===== src/logic/dcc_consts.svh =====
// offsets, field positions, reset values and counts of the conversion controller
`ifndef DCC_CONSTS_SVH
`define DCC_CONSTS_SVH
// ==================================================
// register offsets (byte addresses)
`define DCC_OFF_CTRL_A 4'h0
`define DCC_OFF_CTRL_B 4'h1
`define DCC_OFF_EV_CTRL 4'h2
`define DCC_OFF_IEN_CLR 4'h4
`define DCC_OFF_IEN_SET 4'h5
`define DCC_OFF_IFLAGS 4'h6
`define DCC_OFF_STATUS 4'h7
`define DCC_OFF_CONV_LO 4'h8
`define DCC_OFF_CONV_HI 4'h9
`define DCC_OFF_STAGE_LO 4'hC
`define DCC_OFF_STAGE_HI 4'hD
// ==================================================
// field positions
`define DCC_A_SOFT_RESET_BIT 0
`define DCC_A_ENABLE 1
`define DCC_A_RUN_IN_STANDBY 2
`define DCC_B_EXT_OE 0
`define DCC_B_INT_OE 1
`define DCC_B_LEFT 2
`define DCC_B_PUMP_DIS 3
`define DCC_B_REFERENCE_SELECT 6
`define DCC_EV_START_EVENT_IN_ENABLE 0
`define DCC_EV_EMPTY_EVENT_OUT_ENABLE 1
`define DCC_EV_INV 4
`define DCC_IRQ_UNDERRUN 0
`define DCC_IRQ_EMPTY 1
`define DCC_IRQ_SYNC_READY_FLAG 2
`define DCC_STATUS_BUSY 7
// ==================================================
// reset values, codes and counts
`define DCC_BYTE_ZERO 8'h00
`define DCC_CODE_ZERO 10'h000
`define DCC_PAD_ZERO 6'h00
`define DCC_WORD_ZERO 16'h0000
`define DCC_IRQ_MASK 8'h07
`define DCC_REF_INTERNAL 2'h0
`define DCC_REF_SUPPLY 2'h1
`define DCC_REF_EXTERNAL 2'h2
`define DCC_REF_RESERVED 2'h3
`define DCC_SYNC_CYCLES 3
`endif


===== src/logic/dcc_pkg.sv =====
// types shared by the conversion controller
package dcc_pkg;
   // ==================================================
   // synchronized operations in flight
   typedef enum logic [2:0] {
      DCC_OP_NONE,
      DCC_OP_SOFT_RESET_BIT,
      DCC_OP_ENABLE,
      DCC_OP_CONV,
      DCC_OP_STAGE
   } dcc_op_t;

   // byte-wide register port request
   typedef struct packed {
      logic wr;
      logic rd;
      logic [3:0] addr;
      logic [7:0] wdata;
   } dcc_reg_req_t;

   // analog-side controls
   typedef struct packed {
      logic ext_drive;
      logic int_route;
      logic pump_on;
      logic [1:0] ref_sel;
      logic ref_bad;
   } dcc_analog_t;
endpackage : dcc_pkg


===== src/logic/dcc_controller.sv =====
// digital control of a single-channel 10-bit converter
// Behaviour
// [RULE1] writing enable one/zero enables/disables controller
// [RULE2] soft reset restores all registers, disables
// [RULE3] soft reset discards other bits written alongside
// [RULE4] pin driver on only while external enable
// [RULE5] reference select: internal, supply or external
// [RULE6] codes 0 internal,1 supply,2 external,3 reserved
// [RULE7] left-align bit positions code in both registers
// [RULE8] every conversion value load starts conversion; here a load starts one only while the controller is enabled
// [RULE9] loads from bus, DMA, or staging on event
// [RULE10] supplier spaces loads by conversion time
// [RULE11] empty flag and underrun flag
// [RULE12] request while flag and enable; set/clear enables
// [RULE13] enabled sources ORed into one request
// [RULE14] start event resynchronized, moves staging to value
// [RULE15] start action only when input enable set
// [RULE16] rising edge default, invert bit selects falling
// [RULE17] standby holds or disables buffer per run bit
// [RULE18] busy set at once, clears when synced
// [RULE19] synced write while busy discarded, error flagged
// [RULE20] reset, enable, value and staging writes synced
// [RULE21] internal route independent of external drive
// [RULE22] staging and value form two-entry FIFO
// [RULE23] empty event gated, empty flag always set
// [RULE24] pump automatic at low supply unless disabled
// [RULE25] converter clock at least four times sample rate
// [RULE26] underrun keeps value and starts nothing
`timescale 1ns/1ps
`include "dcc_consts.svh"

module dcc_controller #(
   parameter int NUM_EV = 1,
   parameter int SYNC_CYCLES = `DCC_SYNC_CYCLES
) (
   input wire logic ref_clk,
   input wire logic reset_n,
   input wire dcc_pkg::dcc_reg_req_t reg_req,
   output logic [7:0] reg_rdata_q,
   input wire logic dma_valid,
   input wire logic [15:0] dma_data,
   input wire logic [NUM_EV-1:0] start_ev,
   input wire logic standby,
   input wire logic supply_low,
   output logic [9:0] conv_code_q,
   output logic conv_start_q,
   output logic empty_event_q,
   output logic irq_q,
   output logic sync_error_q,
   output dcc_pkg::dcc_analog_t analog_q
);
   import dcc_pkg::*;

   // ==================================================
   // code alignment helpers
   function automatic logic [15:0] dcc_fmt(input logic left, input logic [9:0] code);
      dcc_fmt = left ? {code, `DCC_PAD_ZERO} : {`DCC_PAD_ZERO, code};
   endfunction : dcc_fmt

   function automatic logic [9:0] dcc_unfmt(input logic left, input logic [15:0] word);
      dcc_unfmt = left ? word[15:6] : word[9:0];
   endfunction : dcc_unfmt

   // ==================================================
   // state
   logic [7:0] ctrl_a_q;
   logic [7:0] ctrl_b_q;
   logic [7:0] ev_ctrl_q;
   logic [7:0] ien_q;
   logic [7:0] iflags_q;
   logic [9:0] stage_code_q;
   logic stage_full_q;
   logic [7:0] conv_lo_q;
   logic [7:0] stage_lo_q;
   logic active_q;
   dcc_op_t op_q;
   logic [15:0] op_word_q;
   logic [7:0] sync_cnt_q;
   logic [NUM_EV-1:0] ev_s1_q;
   logic [NUM_EV-1:0] ev_s2_q;
   logic [NUM_EV-1:0] ev_s3_q;

   // ==================================================
   // decode of the register port
   wire wr_a = reg_req.wr && reg_req.addr == `DCC_OFF_CTRL_A;
   wire wr_b = reg_req.wr && reg_req.addr == `DCC_OFF_CTRL_B;
   wire wr_ev = reg_req.wr && reg_req.addr == `DCC_OFF_EV_CTRL;
   wire wr_iclr = reg_req.wr && reg_req.addr == `DCC_OFF_IEN_CLR;
   wire wr_iset = reg_req.wr && reg_req.addr == `DCC_OFF_IEN_SET;
   wire wr_flags = reg_req.wr && reg_req.addr == `DCC_OFF_IFLAGS;
   wire wr_conv_lo = reg_req.wr && reg_req.addr == `DCC_OFF_CONV_LO;
   wire wr_conv_hi = reg_req.wr && reg_req.addr == `DCC_OFF_CONV_HI;
   wire wr_stage_lo = reg_req.wr && reg_req.addr == `DCC_OFF_STAGE_LO;
   wire wr_stage_hi = reg_req.wr && reg_req.addr == `DCC_OFF_STAGE_HI;
   wire left = ctrl_b_q[`DCC_B_LEFT];
   wire busy = op_q != DCC_OP_NONE;

   // ==================================================
   // synchronized operation requests; soft reset beats every other bit
   wire req_soft_reset_bit = wr_a && reg_req.wdata[`DCC_A_SOFT_RESET_BIT]; // [RULE3]
   wire req_enable = wr_a && !reg_req.wdata[`DCC_A_SOFT_RESET_BIT];
   wire req_conv = wr_conv_hi || dma_valid; // [RULE9]
   wire req_stage = wr_stage_hi;
   wire req_any = req_soft_reset_bit || req_enable || req_conv || req_stage; // [RULE20]
   wire req_take = req_any && !busy;
   wire req_drop = req_any && busy; // [RULE19]
   wire [15:0] conv_word = wr_conv_hi ? {reg_req.wdata, conv_lo_q} : dma_data;
   wire dcc_op_t req_op = req_soft_reset_bit ? DCC_OP_SOFT_RESET_BIT :
                          req_enable ? DCC_OP_ENABLE :
                          req_conv ? DCC_OP_CONV : DCC_OP_STAGE;
   wire [15:0] req_word = req_stage ? {reg_req.wdata, stage_lo_q} : conv_word;

   // the op lands once the converter side has seen it
   wire op_done = busy && sync_cnt_q == 8'(SYNC_CYCLES - 1); // [RULE18]
   wire do_soft_reset_bit = op_done && op_q == DCC_OP_SOFT_RESET_BIT; // [RULE2]
   wire do_enable = op_done && op_q == DCC_OP_ENABLE;
   wire do_conv = op_done && op_q == DCC_OP_CONV; // [RULE8]
   wire do_stage = op_done && op_q == DCC_OP_STAGE;

   // ==================================================
   // start event edge detection, per-input polarity
   logic [NUM_EV-1:0] ev_edge;
   genvar gi;
   generate
      for (gi = 0; gi < NUM_EV; gi++)
      begin : g_ev
         wire inv = ev_ctrl_q[`DCC_EV_INV + gi];
         // falling edge when inverted, rising otherwise
         assign ev_edge[gi] = inv ? (ev_s3_q[gi] && !ev_s2_q[gi]) :
                                    (ev_s2_q[gi] && !ev_s3_q[gi]); // [RULE16]
      end
   endgenerate

   // any connected input triggers the action, only when enabled
   wire start_hit = |ev_edge && ev_ctrl_q[`DCC_EV_START_EVENT_IN_ENABLE] && active_q; // [RULE15]
   wire move_stage = start_hit && stage_full_q; // [RULE14] [RULE22]
   wire underrun = start_hit && !stage_full_q; // [RULE26]
   wire went_empty = move_stage && !do_stage;

   // ==================================================
   // flags: hardware set wins over software clear
   wire [7:0] flag_set = {5'h00, do_soft_reset_bit ? 1'b0 : op_done,
                          went_empty, underrun}; // [RULE11] [RULE23]
   wire [7:0] flags_d = (iflags_q & ~(wr_flags ? reg_req.wdata : `DCC_BYTE_ZERO)
                         & `DCC_IRQ_MASK) | flag_set;
   wire [7:0] ien_d = (ien_q | (wr_iset ? reg_req.wdata : `DCC_BYTE_ZERO))
                      & ~(wr_iclr ? reg_req.wdata : `DCC_BYTE_ZERO)
                      & `DCC_IRQ_MASK; // [RULE12]

   // ==================================================
   // analog controls
   wire [1:0] reference_select = ctrl_b_q[`DCC_B_REFERENCE_SELECT +: 2];
   wire buf_on = !standby || ctrl_a_q[`DCC_A_RUN_IN_STANDBY]; // [RULE17]
   logic [1:0] ref_dec;
   always_comb
   begin
      // reserved code falls back to internal reference and is flagged
      case (reference_select)
         `DCC_REF_INTERNAL: ref_dec = `DCC_REF_INTERNAL;
         `DCC_REF_SUPPLY: ref_dec = `DCC_REF_SUPPLY;
         `DCC_REF_EXTERNAL: ref_dec = `DCC_REF_EXTERNAL;
         default: ref_dec = `DCC_REF_INTERNAL;
      endcase
   end
   wire dcc_analog_t analog_d = '{
      ext_drive: active_q && ctrl_b_q[`DCC_B_EXT_OE] && buf_on, // [RULE4]
      int_route: active_q && ctrl_b_q[`DCC_B_INT_OE], // [RULE21]
      pump_on: active_q && supply_low && !ctrl_b_q[`DCC_B_PUMP_DIS], // [RULE24]
      ref_sel: ref_dec, // [RULE5] [RULE6]
      ref_bad: reference_select == `DCC_REF_RESERVED
   };

   // ==================================================
   // read mux; unmapped offsets read zero
   wire [15:0] conv_rd = dcc_fmt(left, conv_code_q); // [RULE7]
   wire [15:0] stage_rd = dcc_fmt(left, stage_code_q);
   logic [7:0] rd_mux;
   always_comb
   begin
      case (reg_req.addr)
         `DCC_OFF_CTRL_A: rd_mux = ctrl_a_q;
         `DCC_OFF_CTRL_B: rd_mux = ctrl_b_q;
         `DCC_OFF_EV_CTRL: rd_mux = ev_ctrl_q;
         `DCC_OFF_IEN_CLR: rd_mux = ien_q;
         `DCC_OFF_IEN_SET: rd_mux = ien_q;
         `DCC_OFF_IFLAGS: rd_mux = iflags_q;
         `DCC_OFF_STATUS: rd_mux = {busy, 7'h00};
         `DCC_OFF_CONV_LO: rd_mux = conv_rd[7:0];
         `DCC_OFF_CONV_HI: rd_mux = conv_rd[15:8];
         `DCC_OFF_STAGE_LO: rd_mux = stage_rd[7:0];
         `DCC_OFF_STAGE_HI: rd_mux = stage_rd[15:8];
         default: rd_mux = `DCC_BYTE_ZERO;
      endcase
   end

   // ==================================================
   // event resynchronizer; first stage feeds only the second
   always_ff @(posedge ref_clk or negedge reset_n)
   begin
      if (!reset_n)
      begin
         ev_s1_q <= '0;
         ev_s2_q <= '0;
         ev_s3_q <= '0;
      end
      else
      begin
         ev_s1_q <= start_ev; // [RULE14]
         ev_s2_q <= ev_s1_q;
         ev_s3_q <= ev_s2_q;
      end
   end

   // ==================================================
   // sync tracker: one op in flight, busy from the write onward
   always_ff @(posedge ref_clk or negedge reset_n)
   begin
      if (!reset_n)
      begin
         op_q <= DCC_OP_NONE;
         op_word_q <= `DCC_WORD_ZERO;
         sync_cnt_q <= 8'h00;
         sync_error_q <= 1'b0;
      end
      else
      begin
         sync_error_q <= req_drop; // [RULE19]
         if (req_take)
         begin
            op_q <= req_op; // [RULE18]
            op_word_q <= req_word;
            sync_cnt_q <= 8'h00;
         end
         else if (op_done)
            op_q <= DCC_OP_NONE;
         else if (busy)
            sync_cnt_q <= sync_cnt_q + 8'h01;
      end
   end

   // ==================================================
   // control registers; protected ones only move while disabled
   always_ff @(posedge ref_clk or negedge reset_n)
   begin
      if (!reset_n)
      begin
         ctrl_a_q <= `DCC_BYTE_ZERO;
         ctrl_b_q <= `DCC_BYTE_ZERO;
         ev_ctrl_q <= `DCC_BYTE_ZERO;
         ien_q <= `DCC_BYTE_ZERO;
         iflags_q <= `DCC_BYTE_ZERO;
         active_q <= 1'b0;
         conv_lo_q <= `DCC_BYTE_ZERO;
         stage_lo_q <= `DCC_BYTE_ZERO;
      end
      else if (do_soft_reset_bit)
      begin
         // soft reset lands once the crossing is done, with the pin-reset values
         // kept as a plain synchronous branch so the async reset stays a pure pin reset
         ctrl_a_q <= `DCC_BYTE_ZERO;
         ctrl_b_q <= `DCC_BYTE_ZERO;
         ev_ctrl_q <= `DCC_BYTE_ZERO;
         ien_q <= `DCC_BYTE_ZERO;
         iflags_q <= `DCC_BYTE_ZERO;
         active_q <= 1'b0; // [RULE2]
         conv_lo_q <= `DCC_BYTE_ZERO;
         stage_lo_q <= `DCC_BYTE_ZERO;
      end
      else
      begin
         if (req_take && req_soft_reset_bit)
            ctrl_a_q[`DCC_A_SOFT_RESET_BIT] <= 1'b1; // [RULE3]
         else if (req_take && req_enable)
            ctrl_a_q <= reg_req.wdata & 8'h06; // [RULE1]
         if (do_enable)
            active_q <= ctrl_a_q[`DCC_A_ENABLE]; // [RULE1]
         if (wr_b && !ctrl_a_q[`DCC_A_ENABLE])
            ctrl_b_q <= reg_req.wdata & 8'hCF;
         if (wr_ev && !ctrl_a_q[`DCC_A_ENABLE])
            ev_ctrl_q <= reg_req.wdata & 8'({NUM_EV{1'b1}} << `DCC_EV_INV | 3);
         ien_q <= ien_d;
         iflags_q <= flags_d;
         if (wr_conv_lo)
            conv_lo_q <= reg_req.wdata;
         if (wr_stage_lo)
            stage_lo_q <= reg_req.wdata;
      end
   end

   // ==================================================
   // two-entry pipeline: staging then conversion value
   always_ff @(posedge ref_clk or negedge reset_n)
   begin
      if (!reset_n)
      begin
         conv_code_q <= `DCC_CODE_ZERO;
         stage_code_q <= `DCC_CODE_ZERO;
         stage_full_q <= 1'b0;
         conv_start_q <= 1'b0;
      end
      else if (do_soft_reset_bit)
      begin
         // soft reset empties both stages; a start arriving in that cycle is lost
         conv_code_q <= `DCC_CODE_ZERO;
         stage_code_q <= `DCC_CODE_ZERO;
         stage_full_q <= 1'b0; // [RULE2]
         conv_start_q <= 1'b0;
      end
      else
      begin
         conv_start_q <= (do_conv || move_stage) && active_q; // [RULE8]
         if (move_stage)
            conv_code_q <= stage_code_q; // [RULE9]
         else if (do_conv)
            conv_code_q <= dcc_unfmt(left, op_word_q);
         if (do_stage)
         begin
            stage_code_q <= dcc_unfmt(left, op_word_q);
            stage_full_q <= 1'b1;
         end
         else if (move_stage)
            stage_full_q <= 1'b0; // [RULE22]
      end
   end

   // ==================================================
   // registered outputs
   always_ff @(posedge ref_clk or negedge reset_n)
   begin
      if (!reset_n)
      begin
         reg_rdata_q <= `DCC_BYTE_ZERO;
         irq_q <= 1'b0;
         empty_event_q <= 1'b0;
         analog_q <= '0;
      end
      else
      begin
         if (reg_req.rd)
            reg_rdata_q <= rd_mux;
         irq_q <= |(iflags_q & ien_q) && !do_soft_reset_bit; // [RULE12] [RULE13]
         empty_event_q <= went_empty && ev_ctrl_q[`DCC_EV_EMPTY_EVENT_OUT_ENABLE]; // [RULE23]
         analog_q <= analog_d;
      end
   end
endmodule : dcc_controller


===== config.mk =====
export PLATFORM = sky130hd
export DESIGN_NAME = dcc_controller
export DESIGN_NICKNAME = d
export VERILOG_FILES = /design/src/logic/dcc_pkg.sv /design/src/logic/dcc_controller.sv
export VERILOG_INCLUDE_DIRS = /design/src /design/src/logic
export SDC_FILE = /design/constraint.sdc
export NUM_CORES = 1
export LEC_CHECK = 0
export ABC_AREA = 1
export ABC_CLOCK_PERIOD_IN_PS = 1500
export BUFFER_PORTS_ARGS = -buffer_cell sky130_fd_sc_hd__buf_2
export CAP_MARGIN = 20
export CELL_PAD_IN_SITES_DETAIL_PLACEMENT = 1
export CELL_PAD_IN_SITES_GLOBAL_PLACEMENT = 1
export CORE_MARGIN = 2
export CORE_UTILIZATION = 38
export CTS_BUF_LIST = sky130_fd_sc_hd__clkbuf_4 sky130_fd_sc_hd__clkbuf_8 sky130_fd_sc_hd__clkbuf_16
export CTS_CLUSTER_SIZE = 14
export DETAILED_ROUTE_END_ITERATION = 8
export HOLD_SLACK_MARGIN = 0.05
export MAX_ROUTING_LAYER = met4
export PLACE_DENSITY_LB_ADDON = 0.1
export RECOVER_POWER = 100
export SYNTH_ARGS = -nofsm -noshare
export SYNTH_HDL_FRONTEND = slang
export SYNTH_SLANG_ARGS = --single-unit

===== constraint.sdc =====
create_clock -name ref_clk -period 1.5 [get_ports ref_clk]
set_input_delay 0.075 -clock ref_clk [delete_from_list [all_inputs] [get_ports ref_clk]]
set_output_delay 0.075 -clock ref_clk [all_outputs]
set_load 0.05 [all_outputs]

==> results.toml <==
[logic_synthesis]
synth.area.top_cells = "sky130_fd_sc_hd__dfrtp_1 (47%), sky130_fd_sc_hd__nand2_1 (22%), sky130_fd_sc_hd__o21ai_0 (6.7%)"
yosysTopAreaCell = "sky130_fd_sc_hd__dfrtp_1"
proportion_of_synthesized_flip_flops_having_asynchronous_set_or_reset_pct = 100
netlist_area_um2 = 5540
synth_warnings = 0
ys_types = 33
synth.avg_cell_area_um2 = 7.09
seq_total_area_yosys_pct = 47.0
yosys.cell_count.top_type = "sky130_fd_sc_hd__nand2_1"
synthesized_netlist_cell_count = 781
synth-edff-count = 0
fraction_of_synthesized_cell_area_taken_by_the_top_area_cell_type_pct = 47.0
post_synth_most_frequent_cells = "sky130_fd_sc_hd__nand2_1 (329), sky130_fd_sc_hd__dfrtp_1 (104), sky130_fd_sc_hd__inv_1 (78), sky130_fd_sc_hd__o21ai_0 (74), sky130_fd_sc_hd__nor2_1 (60)"
yosys_register_bits = 104
dominantRegCellSynth = "sky130_fd_sc_hd__dfrtp_1"
synth.net_count = 819

[routing]
antenna_left = 0
drc = 0
route.vias.total = 5762
drt-initial-drc-count = 328
avgViaCountPerCell = 5.16
wl_um = 20300
detail_route.wl_per_cell_um = 18.2
first_pass_iters = 4

[global_routing]
grt_pass1_vias = 6065
grt.met2_usage_pct = 43.8
busiest_layer = "met2"
grt-ovfl-total = 0
number_of_antenna_violations_at_the_first_check_in_global_routing = 0
use_met1_pct = 33.2
grt_pass1_wl_um = 31700
met3_usage_pct = 4.30
track_usage_pct = 26.4
largest_net_degree_at_the_start_of_global_routing = 48

[job]
max-cap-violations = 0

[floorplan]
core_area_um2 = 14400
row_count = 44
fp.dieH_um = 125
full_die_area_um2 = 15500
chipWidth_um = 125
boundaryPins = 64
initial_core_util_pct = 38.5

[clock_network]
clock_tree_from_tritoncts = "yes"
root_buffer = "sky130_fd_sc_hd__clkbuf_16"
clkTransAtPathRegs_ps = 70
cts_made_buffers = 9
numClockSinks = 104
max-clock-path-buffers = 2
clock_insertion_delay_worst_skew_ps = 360
cts.htree.levels = 3

[worst_setup_path]
worst-r2r-setup-slack_ps = -250
crit_fanout = 5
startpoint_of_the_worst_slack_reg_to_reg_timing_path = "op_q[1]"
timing.critical_path.slowest_stage_cell = "sky130_fd_sc_hd__dfrtp_1"
start_kind = "flop"
end_kind = "flop"
path_cells = "buf_6 -> nor2_1 -> nand2_4 -> buf_6 -> nor2_4 -> clkbuf_16 -> nand2_1 -> nand2_1"
worstReg2RegEnd = "op_word_q[4]"
rr_worst_depth = 8
critical_path.max_stage_delay_ps = 390
timing.critical_path.arrival_ps = 2050
timing_worst_setup_path_type = "flop to flop"
worst-endpoint-required_ps = 1800

[finish]
post-route-util_pct = 54.6
nets = 965
area_growth_pct = 41.7
post_layout_nonfiller_instances = 1116
insertedDiodeCount = 0
drive_gt1_share_pct = 27.8

[place]
place.gp.congestion = 0.901
preCtsSetupSlack_ps = -325
placed_wire_length_estimate_after_detailed_placement_um = 13700
placement.io_buffers = 63
placed_cells = 1069

[power_and_ir_drop]
power_density_cells_nw_per_um2 = 1820
ir_drop_worst_vdd_uv = 753
static-leakage-power_nw = 4.12

[sta]
achievable-frequency_mhz = 572
worst_pin_slew_ps = 761
max_slew_margin_pct = 49.3
finalSetupViolations = 83
grt_setup_unrepaired = "true"
fin_ws_ps = -248
final_hold_viol_count = 0
clock-skew-final_ps = 8.95
slew_viol_final = 0
final.min_clock_period_ps = 1750
fin_crit_sh_pct = 117

[hold_path]
hold_path.class = "input port to flop"
holdPathEnd = "op_word_q[10]"
worst_hold_startpoint = "dma_data[10]"
whs_path_depth = 4

[outcome]
status = "finished with violations"
violations = "negative setup slack"
[layout make-up]
class,count,area [um^2]
multi-input combinational,571,3080
tap,184,230
inverter,83,330
fill,1783,6520
sequential,104,2600
timing repair buffer,158,1270
clock buffer,10,239
clock inverter,6,90.1
[metal layers]
| layer | up-vias | share of wire [%] |
|---|---|---|
| met2 | 125 | 50 |
| met1 | 2858 | 44 |
| met5 | - | 0 |
| met3 | 33 | 3.7 |
| met4 | 0 | 2.1 |
| li1 | 2746 | - |
[how the worst max path moves through the flow]
stage | endpoint | start
6_report | op_word_q[4] | op_q[1]
5_1_grt | op_word_q[4] | op_q[1]
4_1_cts | conv_code_q[8] | sync_cnt_q[0]
3_5_place_dp | conv_code_q[8] | sync_cnt_q[0]
3_3_place_gp | conv_code_q[4] | sync_cnt_q[0]
2_1_floorplan | ctrl_a_q[1] | sync_cnt_q[0]
[what timing repair did]
action                     CTS  global route
gates cloned                 5             3
hold endpoints to repair    64             0
setup buffers                8             5
pin swaps                   12            24
gates resized for setup    139            96
hold buffers                14             0
setup endpoints to repair   86            88
[through the flow]
step	cell area [um^2]	power [mW]	hold WS (ps)	TNS [ps]
2_1_floorplan	5590	7.77	-221	-2420
3_3_place_gp	6590	9.84	25.3	-10630
3_5_place_dp	6590	10.1	33.4	-14890
4_1_cts	7550	13.6	50.3	-7260
5_1_grt	7850	15.2	69.9	-19230
6_report	7850	14.3	63.0	-12910
[registers in the layout, indices dropped and copies added, names as in the netlist, 6 cells and up]
| name | count |
|---|---|
| conv_lo_q | 8 |
| analog_q | 6 |
| stage_lo_q | 8 |
| stage_code_q | 10 |
| conv_code_q | 10 |
| sync_cnt_q | 8 |
| op_word_q | 16 |
| ctrl_b_q | 6 |
| reg_rdata_q | 8 |
[power breakdown]
| part | internal, mW | switching [mW] | leakage (nW) |
|---|---|---|---|
| logic | 2.59 | 4.19 | 2.62 |
| registers | 3.89 | 0.970 | 1.34 |
| clock network | 1.52 | 1.13 | 0.159 |
[cell families after synthesis]
logic type               after synthesis  synth area share, %
AO/OA/AOI/OAI                         91                 8.54
XOR/XNOR                               2                0.317
adder cells (fa/ha/maj)                2                0.452
buffers and inverters                106                 7.80
flip-flops                           104                 47.0
AND/OR/NAND/NOR                      476                 35.9
[worst max-delay path, delay by kind of cell, from the launching register on]
kind          cells  cell delay, ps
flops             1             390
simple gates      5             820
buf+inv           3             480
[layout by cell type, fill, tap and decap left out, types with 9 or more instances in the layout]
cell	n
sky130_fd_sc_hd__nand2_4	18
sky130_fd_sc_hd__dfrtp_1	104
sky130_fd_sc_hd__buf_4	41
sky130_fd_sc_hd__o21ai_0	25
sky130_fd_sc_hd__clkbuf_16	12
sky130_fd_sc_hd__buf_6	21
sky130_fd_sc_hd__o21ai_2	31
sky130_fd_sc_hd__clkbuf_1	30
sky130_fd_sc_hd__dlygate4sd3_1	14
sky130_fd_sc_hd__o21ai_1	20
sky130_fd_sc_hd__buf_2	34
sky130_fd_sc_hd__nand2_1	281
sky130_fd_sc_hd__nor2_2	10
sky130_fd_sc_hd__nand2_2	26
sky130_fd_sc_hd__nor2_4	9
sky130_fd_sc_hd__nand3_1	51
sky130_fd_sc_hd__nor2_1	48
sky130_fd_sc_hd__inv_1	72
Note: power is estimated with default switching activity, not from simulation.
